`config.mk`:
```
export PLATFORM = sky130hd
export DESIGN_NAME = rxsg_top
export DESIGN_NICKNAME = d
export VERILOG_FILES = /design/src/hw/rxsg_pkg.sv /design/src/hw/rxsg_top.sv
export SDC_FILE = /design/constraint.sdc
export NUM_CORES = 1
export LEC_CHECK = 0
export ABC_AREA = 1
export BUFFER_PORTS_ARGS = -buffer_cell sky130_fd_sc_hd__buf_2
export CAP_MARGIN = 10
export CORE_MARGIN = 2
export CORE_UTILIZATION = 44
export DETAILED_ROUTE_END_ITERATION = 10
export PLACE_DENSITY = 0.81
export SYNTH_ARGS = -nofsm -noshare
export SYNTH_HDL_FRONTEND = slang
export SYNTH_SLANG_ARGS = --single-unit
```
`constraint.sdc`:
```
create_clock -name clock_i -period 1.2 [get_ports clock_i]
set_input_delay 0 -clock clock_i [delete_from_list [all_inputs] [get_ports clock_i]]
set_output_delay 0 -clock clock_i [all_outputs]
set_load 0.01 [all_outputs]
```
`src/hw/rxsg_pkg.sv`:
```
// Notes on behaviour
// - codes 1000 regenerated rx, 1001 tx, 1010 comparator, 1011 reserved drives low.
// - codes 1100 rx+carrier, 1101 tx+carrier, 1110 raw rx+carrier, 1111 raw envelope.
// - decoder source: 00 low, 01 pin envelope, 10 internal, 11 pin modulation.
// - after transmit, receive input is ignored for guard delay bit periods.
// - plain receive skips the guard; every other command applies it.
// - passive mode: guard starts at the last transmitted modulation.
// - active mode: guard starts when the external field switches on.
// - receiver input select fully read/write, reset source 10, delay 4.
// - codes 0001 low, 0010 high, 0011 test bit, 0100 envelope, 0101 tx data.
// - code 0110 regenerated delayed rx, 0111 received serial data.
package rxsg_pkg;

	// ------------------------------------------------------------
	// register map
	// ------------------------------------------------------------
	localparam logic [15:0] RXSG_RX_SEL_IDX  = 16'h6307;
	localparam logic [17:0] RXSG_RX_SEL_ADDR = {RXSG_RX_SEL_IDX, 2'b00};
	localparam logic [17:0] RXSG_OUT_SEL_ADDR = 18'h00100;
	localparam logic [17:0] RXSG_CTRL_ADDR   = 18'h00104;
	localparam logic [17:0] RXSG_STAT_ADDR   = 18'h00108;
	localparam logic [7:0]  RXSG_RX_SEL_RST  = 8'h84;
	localparam logic [3:0]  RXSG_OUT_SEL_RST = 4'h0;
	localparam int          RXSG_SRC_LSB     = 6;
	localparam int          RXSG_DLY_MSB     = 5;
	localparam int          RXSG_CTRL_ACTIVE = 0;
	localparam int          RXSG_CTRL_RCV    = 1;
	localparam logic [1:0]  RXSG_RESP_OKAY   = 2'b00;
	localparam logic [1:0]  RXSG_RESP_SLVERR = 2'b10;

	typedef struct packed
	{
		logic rx_regen;
		logic tx;
		logic comparator;
		logic rx_carrier;
		logic tx_carrier;
		logic rx_carrier_raw;
		logic env_raw;
		logic test_bit;
		logic coder_env;
		logic tx_data;
		logic rx_delayed;
		logic rx_data;
	} rxsg_sigs_t;

	typedef struct packed
	{
		logic env;
		logic mod;
	} rxsg_pin_t;

endpackage

```
`src/hw/rxsg_top.sv`:
```
// The AXI4-Lite slave port was decided locally.
`timescale 1ns/10ps
`default_nettype none
module rxsg_top
	import rxsg_pkg::*;
#(
	parameter int ADDR_W = 18
)
(
	input  wire logic              clock_i,
	input  wire logic              rst_i,
	input  wire logic [ADDR_W-1:0] s_axi_awaddr_i,
	input  wire logic              s_axi_awvalid_i,
	output logic                   s_axi_awready_o,
	input  wire logic [31:0]       s_axi_wdata_i,
	input  wire logic [3:0]        s_axi_wstrb_i,
	input  wire logic              s_axi_wvalid_i,
	output logic                   s_axi_wready_o,
	output logic [1:0]             s_axi_bresp_o,
	output logic                   s_axi_bvalid_o,
	input  wire logic              s_axi_bready_i,
	input  wire logic [ADDR_W-1:0] s_axi_araddr_i,
	input  wire logic              s_axi_arvalid_i,
	output logic                   s_axi_arready_o,
	output logic [31:0]            s_axi_rdata_o,
	output logic [1:0]             s_axi_rresp_o,
	output logic                   s_axi_rvalid_o,
	input  wire logic              s_axi_rready_i,
	input  wire rxsg_sigs_t        sigs_i,
	input  wire rxsg_pin_t         signal_input_pin_i,
	input  wire logic              internal_mod_i,
	input  wire logic              rx_raw_i,
	input  wire logic              bit_tick_i,
	input  wire logic              tx_last_mod_i,
	input  wire logic              ext_field_on_i,
	input  wire logic              cmd_start_i,
	input  wire logic              cmd_is_receive_i,
	output logic                   signal_output_pin_o,
	output logic                   decoder_in_o,
	output logic                   rx_gated_o,
	output logic                   rx_enable_o
);

	// ------------------------------------------------------------
	// registers
	// ------------------------------------------------------------
	logic [7:0] rx_sel_q;
	logic [3:0] out_sel_q;
	logic [1:0] ctrl_q;
	logic [5:0] guard_cnt_q;
	logic       guard_busy_q;
	logic       guard_armed_q;
	rxsg_pin_t  pin_s1_q;
	rxsg_pin_t  pin_s2_q;
	logic       field_s1_q;
	logic       field_s2_q;
	logic       field_prev_q;

	// ------------------------------------------------------------
	// axi4-lite slave
	// ------------------------------------------------------------
	logic              aw_held_q;
	logic              w_held_q;
	logic [ADDR_W-1:0] awaddr_q;
	logic [31:0]       wdata_q;
	logic [3:0]        wstrb_q;
	logic              wr_fire;
	logic              wr_hit;

	assign wr_fire = aw_held_q && w_held_q && !s_axi_bvalid_o;

	always_ff @(posedge clock_i)
	begin
		if (rst_i)
		begin
			aw_held_q <= 1'b0;
			awaddr_q  <= '0;
		end
		else if (s_axi_awvalid_i && s_axi_awready_o)
		begin
			aw_held_q <= 1'b1;
			awaddr_q  <= s_axi_awaddr_i;
		end
		else if (wr_fire)
			aw_held_q <= 1'b0;
	end

	always_ff @(posedge clock_i)
	begin
		if (rst_i)
		begin
			w_held_q <= 1'b0;
			wdata_q  <= '0;
			wstrb_q  <= '0;
		end
		else if (s_axi_wvalid_i && s_axi_wready_o)
		begin
			w_held_q <= 1'b1;
			wdata_q  <= s_axi_wdata_i;
			wstrb_q  <= s_axi_wstrb_i;
		end
		else if (wr_fire)
			w_held_q <= 1'b0;
	end

	always_ff @(posedge clock_i)
	begin
		if (rst_i)
		begin
			s_axi_awready_o <= 1'b0;
			s_axi_wready_o  <= 1'b0;
		end
		else
		begin
			s_axi_awready_o <= !aw_held_q && !(s_axi_awvalid_i && s_axi_awready_o)
				&& !s_axi_bvalid_o;
			s_axi_wready_o  <= !w_held_q && !(s_axi_wvalid_i && s_axi_wready_o)
				&& !s_axi_bvalid_o;
		end
	end

	assign wr_hit = awaddr_q[17:0] == RXSG_RX_SEL_ADDR
		|| awaddr_q[17:0] == RXSG_OUT_SEL_ADDR
		|| awaddr_q[17:0] == RXSG_CTRL_ADDR;

	always_ff @(posedge clock_i)
	begin
		if (rst_i)
		begin
			s_axi_bvalid_o <= 1'b0;
			s_axi_bresp_o  <= RXSG_RESP_OKAY;
		end
		else if (wr_fire)
		begin
			s_axi_bvalid_o <= 1'b1;
			s_axi_bresp_o  <= wr_hit ? RXSG_RESP_OKAY : RXSG_RESP_SLVERR;
		end
		else if (s_axi_bready_i)
			s_axi_bvalid_o <= 1'b0;
	end

	always_ff @(posedge clock_i)
	begin
		if (rst_i)
		begin
			rx_sel_q  <= RXSG_RX_SEL_RST;
			out_sel_q <= RXSG_OUT_SEL_RST;
			ctrl_q    <= '0;
		end
		else if (wr_fire && wstrb_q[0])
		begin
			if (awaddr_q[17:0] == RXSG_RX_SEL_ADDR)
				rx_sel_q <= wdata_q[7:0];
			if (awaddr_q[17:0] == RXSG_OUT_SEL_ADDR)
				out_sel_q <= wdata_q[3:0];
			if (awaddr_q[17:0] == RXSG_CTRL_ADDR)
				ctrl_q <= wdata_q[1:0];
		end
	end

	always_ff @(posedge clock_i)
	begin
		if (rst_i)
		begin
			s_axi_arready_o <= 1'b0;
			s_axi_rvalid_o  <= 1'b0;
			s_axi_rdata_o   <= '0;
			s_axi_rresp_o   <= RXSG_RESP_OKAY;
		end
		else if (s_axi_rvalid_o)
		begin
			s_axi_arready_o <= 1'b0;
			if (s_axi_rready_i)
				s_axi_rvalid_o <= 1'b0;
		end
		else if (s_axi_arvalid_i && s_axi_arready_o)
		begin
			s_axi_arready_o <= 1'b0;
			s_axi_rvalid_o  <= 1'b1;
			s_axi_rresp_o   <= RXSG_RESP_OKAY;
			unique case (s_axi_araddr_i[17:0])
				RXSG_RX_SEL_ADDR:
					s_axi_rdata_o <= {24'h000000, rx_sel_q};
				RXSG_OUT_SEL_ADDR:
					s_axi_rdata_o <= {28'h0000000, out_sel_q};
				RXSG_CTRL_ADDR:
					s_axi_rdata_o <= {30'h0, ctrl_q};
				RXSG_STAT_ADDR:
					s_axi_rdata_o <= {24'h000000, guard_busy_q, rx_enable_o,
						guard_cnt_q};
				default:
				begin
					s_axi_rdata_o <= '0;
					s_axi_rresp_o <= RXSG_RESP_SLVERR;
				end
			endcase
		end
		else
			s_axi_arready_o <= 1'b1;
	end

	// ------------------------------------------------------------
	// pin synchronisers
	// ------------------------------------------------------------
	always_ff @(posedge clock_i)
	begin
		if (rst_i)
		begin
			pin_s1_q   <= '0;
			pin_s2_q   <= '0;
			field_s1_q <= 1'b0;
			field_s2_q <= 1'b0;
		end
		else
		begin
			pin_s1_q   <= signal_input_pin_i;
			pin_s2_q   <= pin_s1_q;
			field_s1_q <= ext_field_on_i;
			field_s2_q <= field_s1_q;
		end
	end

	// ------------------------------------------------------------
	// receive guard
	// ------------------------------------------------------------
	logic guard_start;
	assign guard_start = ctrl_q[RXSG_CTRL_ACTIVE]
		? field_s2_q && !field_prev_q
		: tx_last_mod_i;

	always_ff @(posedge clock_i)
	begin
		if (rst_i)
			guard_armed_q <= 1'b0;
		else if (cmd_start_i)
			guard_armed_q <= !cmd_is_receive_i;
		else if (guard_start)
			guard_armed_q <= 1'b0;
	end

	always_ff @(posedge clock_i)
	begin
		if (rst_i)
		begin
			guard_cnt_q  <= '0;
			guard_busy_q <= 1'b0;
			field_prev_q <= 1'b0;
			rx_enable_o  <= 1'b1;
		end
		else
		begin
			field_prev_q <= field_s2_q;
			if (cmd_start_i)
			begin
				guard_busy_q <= 1'b0;
				rx_enable_o  <= cmd_is_receive_i;
			end
			else if (guard_start && guard_armed_q)
			begin
				guard_cnt_q  <= rx_sel_q[RXSG_DLY_MSB:0];
				guard_busy_q <= rx_sel_q[RXSG_DLY_MSB:0] != 6'h00;
				rx_enable_o  <= rx_sel_q[RXSG_DLY_MSB:0] == 6'h00;
			end
			else if (guard_busy_q && bit_tick_i)
			begin
				guard_cnt_q <= guard_cnt_q - 6'h01;
				if (guard_cnt_q == 6'h01)
				begin
					guard_busy_q <= 1'b0;
					rx_enable_o  <= 1'b1;
				end
			end
		end
	end

	// ------------------------------------------------------------
	// signal routing
	// ------------------------------------------------------------
	logic dec_d;
	logic out_d;

	always_comb
	begin
		unique case (rx_sel_q[7:RXSG_SRC_LSB])
			2'b00: dec_d = 1'b0;
			2'b01: dec_d = pin_s2_q.env;
			2'b10: dec_d = internal_mod_i;
			2'b11: dec_d = pin_s2_q.mod;
		endcase
	end

	always_comb
	begin
		unique case (out_sel_q)
			4'h1: out_d = 1'b0;
			4'h2: out_d = 1'b1;
			4'h3: out_d = sigs_i.test_bit;
			4'h4: out_d = sigs_i.coder_env;
			4'h5: out_d = sigs_i.tx_data;
			4'h6: out_d = sigs_i.rx_delayed;
			4'h7: out_d = sigs_i.rx_data;
			4'h8: out_d = sigs_i.rx_regen;
			4'h9: out_d = sigs_i.tx;
			4'hA: out_d = sigs_i.comparator;
			4'hC: out_d = sigs_i.rx_carrier;
			4'hD: out_d = sigs_i.tx_carrier;
			4'hE: out_d = sigs_i.rx_carrier_raw;
			4'hF: out_d = sigs_i.env_raw;
			default: out_d = 1'b0;
		endcase
	end

	always_ff @(posedge clock_i)
	begin
		if (rst_i)
		begin
			signal_output_pin_o <= 1'b0;
			decoder_in_o        <= 1'b0;
			rx_gated_o          <= 1'b0;
		end
		else
		begin
			signal_output_pin_o <= out_d;
			decoder_in_o        <= dec_d & rx_enable_o;
			rx_gated_o          <= rx_raw_i & rx_enable_o;
		end
	end

endmodule
`default_nettype wire

```
Word level (Yosys, flattened, before mapping)

Index checks and enable logic that the tools add are counted.
Widths: inputs -> output; s select.

Register bits: 103
Bits in latches: 0
Memory bits (writable): 0
ROM bits: 0
Input bits: 100
Output and inout bits: 45
Memories: 0

Add/subtract/negate cells: 1
Multiply operators: 0
Div/mod/pow operators: 0
Order comparisons: 0
Eq/ne operators: 24
Shift-type cells: 0
Mux-type cells: 26
Bitwise logic cells: 4
Reductions and logical operators: 43

Operators by type and width:

| operator             | count |
|---|---|
| $eq 18x9->1 const B  | 5 |
| $eq 18x17->1 const B | 2 |
| $pmux 8 s4           | 1 |
| $eq 4x4->1 const B   | 7 |
| $mux 1               | 19 |
| $eq 4x3->1 const B   | 4 |
| $reduce_and 2->1     | 7 |
| $logic_and 1x1->1    | 13 |
| $pmux 1 s13          | 1 |
| $mux 6               | 2 |
| $reduce_bool 2->1    | 6 |
| $eq 4x2->1 const B   | 2 |
| $logic_not 1->1      | 7 |
| $eq 6x1->1 const B   | 1 |
| $logic_not 6->1      | 1 |
| $reduce_bool 3->1    | 2 |
| $reduce_bool 6->1    | 1 |
| $sub 6x1->6 const B  | 1 |
| $eq 2x2->1 const B   | 2 |
| $mux 2               | 2 |
| $pmux 1 s4           | 1 |
| $reduce_or 2->1      | 2 |
| $reduce_or 4->1      | 1 |
| $and 1x1->1          | 2 |
| 4 further kinds      | 6 |

Depth between registers and ports, before layout

Depth in word-level cells: 6
Depth in mapped cells: 11
Depth with buffers taken out: 10

Worst setup path before layout

No wires, ideal clock.

Path type: reg-to-reg
Start: register s_axi_bvalid_o
End: register rx_sel_q[4]
Library setup time: 119 ps
Arrival: 1,216 ps
Setup slack: -135 ps
Stages on the path, launching flop included: 8
Period minus slack after synthesis: 1,335 ps
Cell sequence: dfxtp_1 > inv_1 > nand3_1 > nor2_1 > nand4_1 > buf_2 > o21ai_0 > a21oi_1

Word-level cells in the longest chain between the ends: 4

RTL lines:

| element                    | RTL line        | RTL |
|---|---|---|
| from (decl)                | rxsg_top.sv:20  | `output logic s_axi_bvalid_o,` |
| from (signal assigned)     | rxsg_top.sv:130 | `s_axi_bvalid_o <= 1'b0;` |
| from (signal assigned)     | rxsg_top.sv:135 | `s_axi_bvalid_o <= 1'b1;` |
| from (signal assigned)     | rxsg_top.sv:139 | `s_axi_bvalid_o <= 1'b0;` |
| $logic_not 1->1            | rxsg_top.sv:70  | `assign wr_fire = aw_held_q && w_held_q && !s_axi_bvalid_o;` |
| $logic_and 1x1->1          | rxsg_top.sv:70  |  |
| $logic_and 1x1->1          | rxsg_top.sv:150 | `else if (wr_fire && wstrb_q[0])` |
| $reduce_and 2->1 (no line) | -               |  |
| to (signal assigned)       | rxsg_top.sv:153 | `rx_sel_q <= wdata_q[7:0];` |
| to (decl)                  | rxsg_top.sv:47  | `logic [7:0] rx_sel_q;` |

No other way between the ends.
A chain may end at the register's enable or synchronous reset.

Final worst setup path

Start: register awaddr_q[2]
End: register ctrl_q[0]

Word-level cells in the longest chain between the ends: 2

RTL lines:

| element                    | RTL line        | RTL |
|---|---|---|
| from (decl)                | rxsg_top.sv:64  | `logic [ADDR_W-1:0] awaddr_q;` |
| from (signal assigned)     | rxsg_top.sv:82  | `awaddr_q <= s_axi_awaddr_i;` |
| $eq 18x9->1                | rxsg_top.sv:156 | `if (awaddr_q[17:0] == RXSG_CTRL_ADDR)` |
| $reduce_and 2->1 (no line) | -               |  |
| to (signal assigned)       | rxsg_top.sv:157 | `ctrl_q <= wdata_q[1:0];` |
| to (decl)                  | rxsg_top.sv:49  | `logic [1:0] ctrl_q;` |

No other way between the ends.

==> impl_metrics.py <==
metrics = {
    "worst_setup_path": {
        "slowest_stage": "dfxtp_1",
        "crit_arrival_ns": 1.68,
        "cp_data_required_time_ns": 1.45,
        "startpoint_type": "register",
        "reg2reg_depth": 6,
        "r2r_slack_ns": -0.22,
        "endpoint_kind": "register",
        "slowest_delay_ns": 0.37,
        "crit_fanout": 3,
        "path_class": "reg -> reg",
        "path_cells": "inv_1 > buf_4 > nor3_1 > nand4_1 > o21ai_1 > nor2_2",
    },
    "floorplan": {
        "coreArea_mm2": 0.008217,
        "dieHeight_um": 95.90,
        "ioPinCount": 145,
        "initial_utilization": 0.4523,
        "die_w_um": 95.90,
        "core.rowCount": 33,
        "die_area_mm2": 0.009197,
    },
    "sta": {
        "period_minus_slack_ns": 1.421,
        "fin_skew_ns": 0.01884,
        "rsz0062_at_grt": "yes",
        "finalCritPeriodShare": 1.184,
        "hold_viol": 0,
        "slew_viol_final": 0,
        "maxClockFrequency_mhz": 703.9,
        "setup_viol": 18,
        "setup_slack_ns": -0.2208,
    },
    "finish": {
        "final_nets": 817,
        "area.growth.synth_to_final_pct": 49.97,
        "instances_no_fill": 825,
        "diodes": 0,
        "fin_area_mm2": 0.005573,
        "drive_gt1_frac": 0.3667,
    },
    "status": {
        "violations": "setup timing",
        "status": "complete, but fails checks",
    },
    "logic_synthesis": {
        "synth-edff-count": 0,
        "synthTopCellsByCount": "77 x dfxtp_1, 77 x nand2_1, 70 x inv_1, 62 x nor2_1, 50 x a21oi_1",
        "mappedNetlistArea_mm2": 0.003716,
        "synthTopCellsByArea": "dfxtp_1 41%, nand2_1 7.8%, inv_1 7.1%",
        "netlist_instances": 526,
        "ys_types": 33,
        "synth.ff_latch_count": 77,
        "yosys.area.top_type": "dfxtp_1",
        "synth-seq-area-share": 0.4148,
        "synth_top_area_frac": 0.4148,
        "syn_avg_cell_area_um2": 7.065,
        "yosys_warnings": 0,
        "async_flop_share": 0,
        "synth_flop_cell": "dfxtp_1",
    },
    "flow_run": {
        "drv_cap": 0,
    },
    "power": {
        "ir_drop_mv": 0.8544,
        "p_clk_frac": 0.330,
        "seq_power_share": 0.494,
        "p_switching_mw": 1.693,
        "share_comb_of_total_power": 0.176,
        "p_total_mw": 5.616,
        "p_leak_nw": 2.514,
        "swShare": 0.3015,
        "powerDensity_mw_per_mm2": 1008,
        "intPower_mw": 3.923,
    },
    "global_route": {
        "grt_overflow": 0,
        "grtUsageTotal": 0.2286,
        "grt_pass1_vias": 3776,
        "grt_pass1_wl_um": 16380,
        "antenna_found_initial": 0,
        "grt_max_degree": 50,
    },
    "place": {
        "gp_congestion": 0.8774,
        "dp.cells": 750,
        "numPortBuffers": 91,
        "pre_cts_ws_ns": -0.2545,
        "place_area_mm2": 0.004504,
        "dp_hpwl_um": 6811,
    },
    "detailed_routing": {
        "wire_per_inst_um": 13.61,
        "vias_per_cell": 5.080,
        "antenna_left": 0,
        "drt_wl_total_um": 11230,
        "drc": 0,
        "drtIter0Drc": 203,
        "detailroute.via_count": 4191,
        "drt_pass1_iterations": 5,
    },
    "clock_network": {
        "clockBufferDepth": 2,
        "cts_inserted_buffers": 9,
        "cts.sinks": 77,
        "path_clk_slew_ns": 0.09,
        "htree_levels": 3,
        "clock-root-buffer": "clkbuf_8",
        "cts_tree": "yes",
        "clk_latency_ns": 0.36,
    },
    "min_path": {
        "holdPathStages": 3,
        "hp-class": "in -> reg",
    },
}
==> layer usage <==
metal	track usage	routed length (um)
met1	0.2538	4416
met2	0.4237	5868
met3	0.04777	728
met4	0.08929	212
met5	0	0
==> flip-flops by register name, summed over array words and instances, names as in the netlist, 2 cells and up <==
name           flops
rx_sel_q           8
out_sel_q          4
awaddr_q          18
guard_cnt_q        6
ctrl_q             2
pin_s2_q           2
pin_s1_q           2
s_axi_rdata_o      8
wdata_q            8
==> layout make-up <==
type,count,area [um^2]
fill,635,2644
multi-input combinational,360,2024
sequential,77,1559
timing repair buffer,193,1386
inverter,74,290.3
tap,105,131.4
clock buffer,9,123.9
clock inverter,7,57.56
==> stage by stage <==
step           setup TNS [ns]    util  hold WS, ns
3_3_place_gp           -1.119  0.5482       0.2054
5_1_grt                -4.261  0.6782      0.01159
6_report               -2.175  0.6782     0.002455
3_5_place_dp           -2.177  0.5482       0.2076
4_1_cts                -1.540  0.6415      0.01383
2_1_floorplan         -0.2290       -       0.1070
==> what timing repair did <==
item                                   4_1_cts  5_1_grt
gates cloned                                 1        1
hold buffers                                41        1
buffers inserted                             7        8
gates resized for setup                     46       64
endpoints found under the hold margin       40        1
pin swaps                                   11       28
setup endpoints to repair                   21       37
==> worst paths after layout <==
path | startpoint | to
setup reg to reg | awaddr_q[2] | ctrl_q[0]
hold reg to reg | pin_s1_q[1] | pin_s2_q[1]
setup / recovery | awaddr_q[2] | ctrl_q[0]
hold / removal | internal_mod_i | decoder_in_o
==> critical path: cells and delay by family (launching register included) <==
family | cells | cell delay, ns
simple gates | 3 | 0.47
flops | 1 | 0.37
compound gates | 1 | 0.23
buf+inv | 2 | 0.24
==> layout by cell type (no fill, tap or decap), types with 4 or more instances in the layout <==
cell / instances
a21oi_1: 41
a21oi_2: 9
a31oi_1: 5
buf_2: 91
buf_4: 49
buf_6: 8
clkbuf_8: 9
conb_1: 26
dfxtp_1: 63
dfxtp_2: 14
dlygate4sd3_1: 42
inv_1: 59
inv_2: 11
nand2_1: 68
nand2_2: 9
nand3_1: 23
nand4_1: 23
nor2_1: 53
nor2_2: 9
nor2_4: 9
nor3_1: 6
o21ai_0: 30
o21ai_1: 5
o21ai_2: 13
o22ai_1: 4
==> logic make-up after synthesis <==
logic type	synth area share
DFF	0.4148
and+or+nand+nor	0.2670
other	0.001009
xor gates and xnor gates	0.007072
adders and majority gates	0.006733
buffers and inverters	0.1431
AOI/OAI and AO/OA	0.1603
==> power groups by stage <==
stage               Clock, mW  Sequential [mW]  Combinational, mW
global route             1.98             2.79               1.10
CTS                      1.85             2.76              0.874
detailed placement          0             2.80              0.719
floorplan                   0             2.80              0.463
finish                   1.85             2.77              0.991
global placement            0             2.79              0.697
(Power assumes the default switching activity.)
